<file path="config.mk">
export PLATFORM = sky130hd
export DESIGN_NAME = alc_ctrl
export DESIGN_NICKNAME = d
export VERILOG_FILES = /design/src/pkg/alc_pkg.sv /design/src/core/alc_sync.sv /design/src/core/alc_ctrl.sv
export SDC_FILE = /design/constraint.sdc
export NUM_CORES = 1
export LEC_CHECK = 0
export BUFFER_PORTS_ARGS = -buffer_cell sky130_fd_sc_hd__buf_4
export CORE_MARGIN = 2
export CORE_UTILIZATION = 54
export CTS_BUF_LIST = sky130_fd_sc_hd__clkbuf_16
export DETAILED_ROUTE_END_ITERATION = 8
export PLACE_DENSITY_LB_ADDON = 0.25
export SLEW_MARGIN = 20
export SYNTH_ARGS = -nofsm -noshare
export SYNTH_HDL_FRONTEND = slang
export SYNTH_SLANG_ARGS = --single-unit
</file>
<file path="constraint.sdc">
create_clock -name clk_i -period 2.45 [get_ports clk_i]
set_input_delay 0.49 -clock clk_i [delete_from_list [all_inputs] [get_ports clk_i]]
set_output_delay 0.49 -clock clk_i [all_outputs]
set_load 0.05 [all_outputs]
</file>
<file path="src/pkg/alc_pkg.sv">
/*
 conversion control constants for the low-power converter sequencer.
 assumes a single 20 MHz clock; converter clock arrives as a one-cycle tick.
*/
// What this block does
// short sampling window lasts three and a half converter-clock cycles.
// long-sample select stretches the sampling window to twenty-three and a half cycles.
// results are 8 or 10 bits; 10-bit mode spans codes 0 to 1023.
// interrupt request rises with the done flag only if completion interrupt enabled.
// done flag sets after every conversion regardless of interrupt enable.
// in wait mode conversions and interrupts continue unchanged.
// channel field all ones shuts the converter down into low power.
// stop with async clock disabled aborts conversion and enters low power.
// after such a stop, conversions resume only on a control register write.
// abort leaves result registers holding the last completed conversion.
// stop with async clock enabled keeps normal conversion and interrupts.
// single mode returns to low power after each completed conversion.
// hardware trigger mode waits low-power for trigger, converts once (keeps converting if continuous set), interrupts.
// software clears continuous bit before stop if no wakeup is wanted.
// control write or low result read clears the done flag.
// control write aborts and restarts unless channel field is all ones or hardware trigger mode is selected.
// continuous mode restarts after each completed conversion until aborted.
// interrupt request stays high until the done flag is cleared.
package alc_pkg;
	localparam int CHAN_W = 5;
	localparam logic [4:0] CHAN_OFF = 5'h1F;
	localparam int RES_W = 10;
	localparam int RES8_W = 8;
	// sample windows in half converter cycles: 3.5 and 23.5 cycles
	localparam int SHORT_SAMPLE_HALF = 7;
	localparam int LONG_SAMPLE_HALF = 47;
	// successive approximation steps per mode
	localparam int STEPS_10 = 10;
	localparam int STEPS_8 = 8;
	localparam int CNT_W = 7;
	localparam logic [6:0] SHORT_SAMPLE_TICKS = 7'(SHORT_SAMPLE_HALF);
	localparam logic [6:0] LONG_SAMPLE_TICKS = 7'(LONG_SAMPLE_HALF);
	localparam logic [6:0] STEPS_10_TICKS = 7'(STEPS_10);
	localparam logic [6:0] STEPS_8_TICKS = 7'(STEPS_8);
	localparam logic [9:0] RESULT_RESET = 10'h000;
	typedef enum logic [2:0] {
		ALC_IDLE = 3'b001,
		ALC_SAMPLE = 3'b010,
		ALC_CONVERT = 3'b100
	} alc_state_t;
endpackage

</file>
<file path="src/core/alc_sync.sv">
/*
 two-flop synchroniser for a pin level.
 assumes the input may change at any time relative to clk_i.
*/
`timescale 1ns/1ps
module alc_sync (
	// clock and reset
	input wire logic clk_i,
	input wire logic reset_i,
	// level in and out
	input wire logic d_i,
	output logic q_o
);
	logic meta_reg, meta_next;
	logic q_reg, q_next;

	// first stage feeds only the second
	always_comb begin
		meta_next = d_i;
		q_next = meta_reg;
	end

	always_ff @(posedge clk_i) begin
		if (reset_i) begin
			meta_reg <= 1'b0;
			q_reg <= 1'b0;
		end else begin
			meta_reg <= meta_next;
			q_reg <= q_next;
		end
	end

	assign q_o = q_reg;
endmodule

</file>
<file path="src/core/alc_ctrl.sv">
/*
 sequencer for the converter: sample window, approximation steps, result,
 done flag and interrupt, wait and stop behaviour.
 assumes converter_clock_tick_i is a one-cycle pulse at twice the converter
 clock rate (one per half cycle), and compare_i is the comparator answer
 for the current trial bit. bus-side strobes are single-cycle, same clock.
*/
`timescale 1ns/1ps
module alc_ctrl (
	// clock and reset
	input wire logic clk_i,
	input wire logic reset_i,
	// status and control write, with its fields, and the result low read
	input wire logic status_control_write_i,
	input wire logic [4:0] channel_select_field_i,
	input wire logic continuous_convert_bit_i,
	input wire logic completion_irq_enable_i,
	input wire logic long_sample_select_i,
	input wire logic hw_trigger_mode_select_i,
	input wire logic mode_10bit_i,
	input wire logic result_low_read_i,
	// power modes
	input wire logic stop_mode_i,
	input wire logic wait_mode_i,
	input wire logic async_clock_enable_i,
	// converter side
	input wire logic converter_clock_tick_i,
	input wire logic compare_i,
	input wire logic hw_trigger_i,
	// outputs
	output logic sampling_o,
	output logic converter_active_o,
	output logic [9:0] trial_code_o,
	output logic [9:0] result_o,
	output logic conversion_done_flag_o,
	output logic irq_o
);
	alc_pkg::alc_state_t state_reg, state_next;
	logic [6:0] cnt_reg, cnt_next;
	logic [9:0] sar_reg, sar_next;
	logic [9:0] result_reg, result_next;
	logic done_reg, done_next;
	logic irq_reg, irq_next;
	logic armed_reg, armed_next;
	logic trig_prev_reg, trig_prev_next;
	logic [4:0] chan_reg, chan_next;
	logic cont_reg, cont_next;
	logic ien_reg, ien_next;
	logic lsmp_reg, lsmp_next;
	logic hwt_reg, hwt_next;
	logic m10_reg, m10_next;
	logic trig_sync;
	logic stop_abort;
	logic trig_rise;
	logic [3:0] bit_idx;
	logic finish;

	// external trigger comes from a pin
	alc_sync u_trig_sync (
		.clk_i(clk_i),
		.reset_i(reset_i),
		.d_i(hw_trigger_i),
		.q_o(trig_sync)
	);

	// wait_mode_i needs no logic: operation simply continues through wait
	assign stop_abort = stop_mode_i && !async_clock_enable_i;
	assign trig_rise = trig_sync && !trig_prev_reg;
	assign bit_idx = 4'(cnt_reg) - 4'h1;

	// next-state logic for the sequencer and its registers
	always_comb begin
		state_next = state_reg;
		cnt_next = cnt_reg;
		sar_next = sar_reg;
		result_next = result_reg;
		done_next = done_reg;
		irq_next = irq_reg;
		armed_next = armed_reg;
		trig_prev_next = trig_sync;
		chan_next = chan_reg;
		cont_next = cont_reg;
		ien_next = ien_reg;
		lsmp_next = lsmp_reg;
		hwt_next = hwt_reg;
		m10_next = m10_reg;
		finish = 1'b0;
		if (result_low_read_i) begin
			done_next = 1'b0;
			irq_next = 1'b0;
		end
		unique case (state_reg)
			alc_pkg::ALC_IDLE: begin
				// hardware trigger starts a conversion when armed
				if (hwt_reg && armed_reg && trig_rise) begin
					state_next = alc_pkg::ALC_SAMPLE;
					cnt_next = lsmp_reg ? alc_pkg::LONG_SAMPLE_TICKS
						: alc_pkg::SHORT_SAMPLE_TICKS;
				end
			end
			alc_pkg::ALC_SAMPLE: begin
				// window counted in half cycles to reach the .5 figure
				if (converter_clock_tick_i) begin
					if (cnt_reg == 7'h01) begin
						state_next = alc_pkg::ALC_CONVERT;
						cnt_next = m10_reg ? alc_pkg::STEPS_10_TICKS
							: alc_pkg::STEPS_8_TICKS;
						sar_next = 10'h000;
					end else begin
						cnt_next = cnt_reg - 7'h01;
					end
				end
			end
			alc_pkg::ALC_CONVERT: begin
				// one trial bit per tick, msb first
				if (converter_clock_tick_i) begin
					sar_next[bit_idx] = compare_i;
					if (cnt_reg == 7'h01) begin
						finish = 1'b1;
					end else begin
						cnt_next = cnt_reg - 7'h01;
					end
				end
			end
			default: begin
				state_next = alc_pkg::ALC_IDLE;
			end
		endcase
		if (finish) begin
			// 8-bit result sits in the low bits, upper bits zero
			result_next = sar_next;
			done_next = 1'b1;
			irq_next = ien_reg;
			if (cont_reg) begin
				state_next = alc_pkg::ALC_SAMPLE;
				cnt_next = lsmp_reg ? alc_pkg::LONG_SAMPLE_TICKS
					: alc_pkg::SHORT_SAMPLE_TICKS;
			end else begin
				state_next = alc_pkg::ALC_IDLE;
			end
		end
		if (stop_abort) begin
			// result left untouched; only a write re-arms
			state_next = alc_pkg::ALC_IDLE;
			armed_next = 1'b0;
		end
		if (status_control_write_i) begin
			chan_next = channel_select_field_i;
			cont_next = continuous_convert_bit_i;
			ien_next = completion_irq_enable_i;
			lsmp_next = long_sample_select_i;
			hwt_next = hw_trigger_mode_select_i;
			m10_next = mode_10bit_i;
			done_next = 1'b0;
			irq_next = 1'b0;
			armed_next = (channel_select_field_i != alc_pkg::CHAN_OFF);
			if (channel_select_field_i == alc_pkg::CHAN_OFF) begin
				state_next = alc_pkg::ALC_IDLE;
			end else if (hw_trigger_mode_select_i) begin
				state_next = alc_pkg::ALC_IDLE;
			end else begin
				state_next = alc_pkg::ALC_SAMPLE;
				cnt_next = long_sample_select_i ? alc_pkg::LONG_SAMPLE_TICKS
					: alc_pkg::SHORT_SAMPLE_TICKS;
			end
		end
	end

	// registers
	always_ff @(posedge clk_i) begin
		if (reset_i) begin
			state_reg <= alc_pkg::ALC_IDLE;
			cnt_reg <= 7'h00;
			sar_reg <= 10'h000;
			result_reg <= alc_pkg::RESULT_RESET;
			done_reg <= 1'b0;
			irq_reg <= 1'b0;
			armed_reg <= 1'b0;
			trig_prev_reg <= 1'b0;
			chan_reg <= alc_pkg::CHAN_OFF;
			cont_reg <= 1'b0;
			ien_reg <= 1'b0;
			lsmp_reg <= 1'b0;
			hwt_reg <= 1'b0;
			m10_reg <= 1'b0;
		end else begin
			state_reg <= state_next;
			cnt_reg <= cnt_next;
			sar_reg <= sar_next;
			result_reg <= result_next;
			done_reg <= done_next;
			irq_reg <= irq_next;
			armed_reg <= armed_next;
			trig_prev_reg <= trig_prev_next;
			chan_reg <= chan_next;
			cont_reg <= cont_next;
			ien_reg <= ien_next;
			lsmp_reg <= lsmp_next;
			hwt_reg <= hwt_next;
			m10_reg <= m10_next;
		end
	end

	// converter power follows the sequencer state
	logic samp_o_reg, act_o_reg;
	always_ff @(posedge clk_i) begin
		if (reset_i) begin
			samp_o_reg <= 1'b0;
			act_o_reg <= 1'b0;
		end else begin
			samp_o_reg <= (state_next == alc_pkg::ALC_SAMPLE);
			act_o_reg <= (state_next != alc_pkg::ALC_IDLE);
		end
	end

	assign sampling_o = samp_o_reg;
	assign converter_active_o = act_o_reg;
	assign trial_code_o = sar_reg;
	assign result_o = result_reg;
	assign conversion_done_flag_o = done_reg;
	assign irq_o = irq_reg;
endmodule

</file>
==> flow_summary.yaml, run 1 <==
die:
  row_count: 23
  io_pins: 44
  start_util_pct: 55.61
  coreArea_mm2: 0.003971
  fp.dieW_um: 67.95
  dieHeight_um: 67.95
  die-area_mm2: 0.004617
timing:
  hold_ws_ps: 422.9
  relSlewSlack_pct: 65.26
  drv_slew: 0
  hold_viol: 0
  clock_skew_ps: 6.448
  setup_ws_ps: 180.7
  setup_viol: 0
  worst_pin_slew_ps: 520.4
  min_period_ps: 2269
  finalCritPeriodShare_pct: 92.63
  fmax_mhz: 440.7
  fin_setup_tns_ps: 0
  rsz0062_at_grt: "false"
setup_path:
  endpoint_kind: "flip-flop"
  reg2reg_depth: 9
  path_class: "reg2reg"
  crit_path_max_fanout: 6
  cp.required_ps: 2660
  cp.arrival_ps: 2480
  startpoint_type: "flip-flop"
yosys:
  ys_seq_area_share_pct: 38.98
  async_reset_ff_share_pct: 0
  syn-num-nets: 279
  yosysUniqueCellTypes: 54
  synthCells: 253
  synth-main-ff-cell: "dfxtp_1"
  synth_warnings: 0
  ys_ff_latch: 43
  synth_edf_count: 0
  netlist_area_mm2: 0.002208
  syn_avg_cell_area_um2: 8.729
grt:
  gr-total-overflow: 0
  grt_pass1_wl_um: 8728
  grt.total_usage_pct: 25.19
  first_global_vias: 1868
  antenna_found_initial: 0
  grt_max_degree: 40
clocking:
  ctsResizeCount: 0
  cts_buffers: 5
  hold_buffers: 0
  root_buffer: "clkbuf_16"
  cts_tree: "yes"
  htree_levels: 2
  path_clk_slew_ps: 70
  clkLatencyLatePin_ps: 290
  clock_sinks: 43
  cts_setup_buffers: 0
  max-clock-path-buffers: 2
routing:
  ant_nets: 0
  drtIter0Drc: 192
  viasPerCell: 5.934
  drt-pass1-iter-count: 5
  vias: 2053
  wl_um: 5374
  avgRoutedWirePerCell_um: 15.53
  drcViolationCount: 0
placed_design:
  port_buffers: 42
  gp_congestion: 0.9107
  dp_slack_ps: 281.8
  dp_hpwl_um: 3775
  dpl_cell_area_mm2: 0.002582
run_status:
  status: "complete, no violations"
final_layout:
  drive_gt1_share_pct: 25.00
  syn2layout_area_growth_pct: 24.59
  layout_commonest_cell: "buf_4"
  layout_common_cells: "buf_4, dfxtp_1, nor2_1"
  final_area_mm2: 0.002751
  antenna_cells: 0
  finalNetCount: 321
hold_path:
  hp-class: "in2reg"
  hold_path_depth: 2
power:
  vdd_drop_max_mv: 0.4845
  power.density_mw_per_mm2: 606.9
  leakage_nw: 1.073
job:
  maxCapViolations: 0
worst max-delay path, cell delays in order, from the launching register on:
cell     delay [ps]
dfxtp_1         310
inv_1           100
ha_1            190
or4b_4          500
nor3_4          160
inv_2           110
ha_1            290
o31ai_1         270
nand2_1          90
a41oi_1         180
synth_stat cells, types with 2 or more instances:
library cell	n	area, µm²
a211oi_2	8	100.1
nand3b_1	2	15.01
a21oi_1	8	40.04
o21a_1	10	75.07
dfxtp_1	43	860.8
buf_2	4	20.02
o31ai_1	2	15.01
nand2b_1	4	25.02
nor2_1	37	138.9
or3_1	2	12.51
and2_1	2	12.51
a211oi_1	6	45.04
nand4_1	2	12.51
inv_1	8	30.03
nor2b_1	5	31.28
xnor2_1	2	17.52
nand3_1	12	60.06
nor3_1	5	25.02
o21ai_0	11	55.05
a2111oi_0	2	17.52
or4_1	2	15.01
a41oi_1	3	26.28
nor3b_1	4	30.03
nor3_4	2	32.53
ha_1	6	75.07
mux2i_1	7	70.07
nand2_1	14	52.55
o211ai_1	8	60.06
clkbuf_1	6	22.52
buf_1	2	7.510
worst paths after layout:
path	from	endpoint	slack, ps
worst min register to register	u_trig_sync.meta_reg	u_trig_sync.q_o	440
worst max-delay path	cnt_reg[1]	cnt_reg[0]	180
worst max register to register	cnt_reg[1]	cnt_reg[0]	180
worst min-delay path	hw_trigger_i	u_trig_sync.meta_reg	420
power breakdown:
group	internal, mW	leakage [nW]	switching [mW]	total [mW]
logic	0.0753	0.640	0.0990	0.174
registers	0.715	0.350	0.0199	0.735
clock network	0.481	0.0838	0.280	0.761
total	1.27	1.07	0.399	1.67
area by class of cell:
| class | count | area [µm²] |
|---|---|---|
| timing repair buffer | 49 | 380.4 |
| inverter | 9 | 33.78 |
| clock buffer | 5 | 125.1 |
| clock inverter | 3 | 43.79 |
| sequential | 43 | 860.8 |
| tap | 50 | 62.56 |
| fill | 335 | 1220 |
| multi-input combinational | 187 | 1245 |
cell families after synthesis:
kind of cell | synth area share, %
fa+ha+maj | 3.399
mux | 3.683
flops | 38.98
buf+inv | 4.646
xor+xnor | 1.190
compound gates | 23.00
simple gates | 25.10
layer usage:
metal	GRT usage [%]	vias up	wire [µm]
li1	-	996	-
met1	34.50	970	2384
met2	38.11	77	2522
met3	6.414	10	367
met4	9.500	0	99
met5	0	-	0
stage by stage:
stage                     util (%)  power, mW  cells
after detailed placement     65.03     0.9203    338
final                        69.28      1.670    346
after global routing         69.28      1.717    346
after global placement       65.03     0.9161    338
after CTS                    69.28      1.672    346
after floorplan                  -     0.8606    253
(Power assumes the default switching activity.)
==> run 2: changes to the inputs <==
--- a/config.mk
+++ b/config.mk
@@ -8,3 +8,3 @@
 export BUFFER_PORTS_ARGS = -buffer_cell sky130_fd_sc_hd__buf_4
-export CORE_MARGIN = 2
+export CORE_MARGIN = 4
 export CORE_UTILIZATION = 54
--- a/constraint.sdc
+++ b/constraint.sdc
@@ -3,2 +3,2 @@
 set_output_delay 0.49 -clock clk_i [all_outputs]
-set_load 0.05 [all_outputs]
+set_load 0.005 [all_outputs]
==> run 2 against run 1 <==
  * Total power decreased by 1.2%
  * Utilization increased by 2.9 points
  * Critical path type unchanged
  * Sequential power about the same
  * Largest power group unchanged
  * Critical path depth unchanged
==> flow_summary.yaml, run 2 (same netlist as run 1, synthesis figures left out) <==
die:
  die-area_mm2: 0.005177
  io_pins: 44
  fp.dieW_um: 71.95
  row_count: 22
  start_util_pct: 58.14
  dieHeight_um: 71.95
  coreArea_mm2: 0.003799
routing:
  ant_nets: 0
  drt-pass1-iter-count: 4
  wl_um: 5316
  drcViolationCount: 0
  avgRoutedWirePerCell_um: 15.50
  vias: 2022
  viasPerCell: 5.895
  drtIter0Drc: 132
power:
  leakage_nw: 1.068
  clkPwrFrac_pct: 45.3
  power_switching_share_pct: 23.08
  power_switching_mw: 0.3808
  power.density_mw_per_mm2: 601.9
  vdd_drop_max_mv: 0.4141
  p_int_mw: 1.269
  combinationalPowerShare_pct: 10.2
  power_frac_seq_pct: 44.5
job:
  maxCapViolations: 0
timing:
  finalCritPeriodShare_pct: 92.19
  hold_viol: 0
  worst_pin_slew_ps: 508.3
  min_period_ps: 2259
  rsz0062_at_grt: "false"
  fmax_mhz: 442.7
  fin_setup_tns_ps: 0
  hold_ws_ps: 417.2
  clock_skew_ps: 4.251
  relSlewSlack_pct: 65.96
  drv_slew: 0
  setup_viol: 0
final_layout:
  fill_cells: 297
  antenna_cells: 0
  finalNetCount: 320
  drive_gt1_share_pct: 24.75
  layout_common_cells: "buf_4, dfxtp_1, nor2_1"
  layout_commonest_cell: "buf_4"
  syn2layout_area_growth_pct: 24.14
  fin_util_pct: 72.17
placed_design:
  dp_hpwl_um: 3815
  port_buffers: 42
  gp_congestion: 0.9003
setup_path:
  r2r-end: "cnt_reg[0]"
  cp.arrival_ps: 2460
  crit_slowest_cell: "or4b_4"
  endpoint_kind: "flip-flop"
  critPathBufInv: 2
  crit_chain: "inv_1 -> ha_1 -> or4b_4 -> nor3_4 -> inv_2 -> ha_1 -> o31ai_1 -> nand2_1 -> a41oi_1"
  startpoint_type: "flip-flop"
  path_class: "reg2reg"
  cp.required_ps: 2650
  reg2reg_depth: 9
  timing.rr.start: "cnt_reg[1]"
  critical_path.max_stage_delay_ps: 500
  critPathTopFamily: "simple AND/OR/NAND/NOR gates"
  r2r_setup_slack_ps: 190
  cp_common_cell: "ha_1"
  crit_path_max_fanout: 6
hold_path:
  hold_end: "u_trig_sync.meta_reg"
  hp-class: "in2reg"
  hp-start: "hw_trigger_i"
  hold_path_depth: 2
clocking:
  clkLatencyLatePin_ps: 280
  htree_levels: 2
  cts_buffers: 5
  hold_buffers: 0
  clock_sinks: 43
  cts_tree: "yes"
  max-clock-path-buffers: 2
  cts_setup_buffers: 0
  ctsResizeCount: 0
  root_buffer: "clkbuf_16"
  path_clk_slew_ps: 60
grt:
  grt_pass1_wl_um: 8776
  grt.total_usage_pct: 21.43
  grt_max_degree: 40
  first_global_vias: 1835
  antenna_found_initial: 0
  gr-total-overflow: 0
run_status:
  status: "complete, no violations"
run 2: cell count changes in the layout (fill, tap and decap cells not counted), sizes merged:
cell,change
buf,-1
run 2: area by class of cell:
class | instances | area (µm²) | area share, %
multi-input cells | 187 | 1245 | 45.41
flip-flops and latches | 43 | 860.8 | 31.40
well taps | 48 | 60.06 | 2.191
clock inverters | 3 | 43.79 | 1.597
inverters | 9 | 33.78 | 1.232
repair buffers | 48 | 372.9 | 13.60
clock buffers | 5 | 125.1 | 4.564
run 2: how the worst max path moves through the flow:
| stage | to | from | slack (ps) | depth (start not counted) |
|---|---|---|---|---|
| global route | cnt_reg[0] | cnt_reg[1] | 60 | 9 |
| detailed placement | cnt_reg[0] | cnt_reg[1] | 230 | 9 |
| finish | cnt_reg[0] | cnt_reg[1] | 190 | 9 |
| global placement | cnt_reg[0] | cnt_reg[1] | 250 | 9 |
| CTS | cnt_reg[0] | cnt_reg[1] | 180 | 9 |
| floorplan | cnt_reg[0] | cnt_reg[0] | 300 | 8 |
run 2: routing by layer:
layer | track usage [%] | wire length, µm
met1 | 30.28 | 2475
met2 | 32.96 | 2472
met3 | 4.986 | 305
met4 | 5.637 | 63
met5 | 0 | 0
run 2: metrics by stage:
| stage | area [µm²] | total power [mW] | setup WS (ps) | instances |
|---|---|---|---|---|
| final | 2741 | 1.650 | 191.3 | 343 |
| after global routing | 2741 | 1.711 | 60.36 | 343 |
| after CTS | 2741 | 1.660 | 175.5 | 343 |
| after detailed placement | 2572 | 0.9157 | 231.0 | 335 |
| after global placement | 2572 | 0.9107 | 245.8 | 335 |
| after floorplan | 2208 | 0.8573 | 298.0 | 253 |
run 2: power groups by stage:
stage / registers [mW] / logic (mW) / clock network, mW
floorplan: 0.742 / 0.115 / 0
CTS: 0.734 / 0.169 / 0.757
finish: 0.734 / 0.169 / 0.747
global placement: 0.749 / 0.162 / 0
global route: 0.737 / 0.188 / 0.785
detailed placement: 0.749 / 0.166 / 0
==> run 3: changes to the inputs <==
Settings changed: PLACE_DENSITY set to 0.84, PLACE_DENSITY_LB_ADDON 0.25 to unset.
==> run 3 against run 2 <==
  * Clock skew grew 2.0 ps
  * Critical path depth is the same
  * Total power grew 1.0%
  * Largest cell class unchanged
  * Critical path type unchanged
  * Non-clock buffer count is the same
  * Wire length shrank 0.98%
==> flow_summary.yaml, run 3 (same netlist as run 1, synthesis figures left out) <==
clocking:
  cts_tree: "yes"
  clkLatencyLatePin_ps: 280
  clock_sinks: 43
  max-clock-path-buffers: 2
  hold_buffers: 0
  cts_setup_buffers: 0
  cts_buffers: 5
  path_clk_slew_ps: 60
  htree_levels: 2
  root_buffer: "clkbuf_16"
  ctsResizeCount: 0
grt:
  gr-total-overflow: 0
  grt_max_degree: 40
  grt_pass1_wl_um: 8811
  grt.total_usage_pct: 21.40
  first_global_vias: 1838
  antenna_found_initial: 0
final_layout:
  layout_commonest_cell: "buf_4"
  syn2layout_area_growth_pct: 24.59
  drive_gt1_share_pct: 25.08
  finalNetCount: 320
  final_area_mm2: 0.002751
  layout_common_cells: "buf_4, dfxtp_1, nor2_1"
  antenna_cells: 0
  fin_util_pct: 72.43
  fin_cells: 343
timing:
  min_period_ps: 2283
  rsz0062_at_grt: "false"
  hold_viol: 0
  worst_pin_slew_ps: 547.7
  fmax_mhz: 438.1
  relSlewSlack_pct: 63.39
  setup_viol: 0
  clock_skew_ps: 6.211
  drv_slew: 0
  finalCritPeriodShare_pct: 93.17
  fin_setup_tns_ps: 0
  hold_ws_ps: 419.8
  setup_ws_ps: 167.2
setup_path:
  cp.required_ps: 2650
  critical_path.max_stage_delay_ps: 500
  cp.arrival_ps: 2480
  path_class: "reg2reg"
  crit_chain: "inv_1 -> ha_1 -> or4b_4 -> nor3_4 -> inv_2 -> ha_1 -> o31ai_1 -> nand2_1 -> a41oi_2"
  critPathBufInv: 2
  cp_common_cell: "ha_1"
  critPathTopFamily: "simple AND/OR/NAND/NOR gates"
  crit_path_max_fanout: 6
  endpoint_kind: "flip-flop"
  startpoint_type: "flip-flop"
  crit_slowest_cell: "or4b_4"
power:
  combinationalPowerShare_pct: 10.2
  vdd_drop_max_mv: 0.5346
  p_total_mw: 1.666
  power_frac_seq_pct: 44.1
  power.density_mw_per_mm2: 605.7
  power_switching_share_pct: 23.61
  clkPwrFrac_pct: 45.7
  power_switching_mw: 0.3934
  leakage_nw: 1.065
  p_int_mw: 1.273
die:
  fp.dieW_um: 71.95
  die-area_mm2: 0.005177
  io_pins: 44
  row_count: 22
  coreArea_mm2: 0.003799
  start_util_pct: 58.14
  dieHeight_um: 71.95
placed_design:
  dp_hpwl_um: 3819
  gp_congestion: 0.9220
  port_buffers: 42
  dpl_cell_area_mm2: 0.002572
  dp_slack_ps: 220.5
  placed_cells: 335
routing:
  viasPerCell: 6.047
  drtIter0Drc: 273
  wl_um: 5264
  drcViolationCount: 0
  ant_nets: 0
  vias: 2074
  drt-pass1-iter-count: 5
  avgRoutedWirePerCell_um: 15.35
hold_path:
  hp-class: "in2reg"
job:
  maxCapViolations: 0
run_status:
  status: "complete, no violations"
==> run 3: cell count changes in the layout (fill, tap and decap cells not counted) <==
| cell | before | now |
|---|---|---|
| clkinvlp_4 | 0 | 1 |
| inv_6 | 0 | 1 |
| clkinv_2 | 1 | 0 |
| clkinv_4 | 1 | 0 |
| a41oi_2 | 0 | 1 |
| a41oi_1 | 3 | 2 |
==> run 3: power by group through the flow <==
stage | combinational [mW] | clock, mW | sequential, mW
after CTS | 0.167 | 0.767 | 0.734
after detailed placement | 0.164 | 0 | 0.750
after floorplan | 0.115 | 0 | 0.742
after global placement | 0.161 | 0 | 0.749
after global routing | 0.186 | 0.806 | 0.737
final | 0.169 | 0.762 | 0.735
==> run 3: routing by layer <==
layer	track usage [%]	routed length, µm
met1	29.90	2376
met2	33.57	2479
met3	3.601	330
met4	7.098	78
met5	0	0
==> run 3: layout make-up <==
type,instances,area [µm²]
Inverter,9,33.78
Tap cell,48,60.06
Clock buffer,5,125.1
Timing Repair Buffer,48,372.9
Multi-Input combinational cell,187,1252
Clock inverter,3,46.29
Sequential cell,43,860.8
Fill cell,269,1047
==> run 3: final timing paths <==
path,depth (start not counted),end,slack [ps],start
worst max-delay path,9,cnt_reg[0],170,cnt_reg[1]
worst min-delay path,2,u_trig_sync.meta_reg,420,hw_trigger_i
worst max register to register,9,cnt_reg[0],170,cnt_reg[1]
worst min register to register,1,u_trig_sync.q_o,440,u_trig_sync.meta_reg
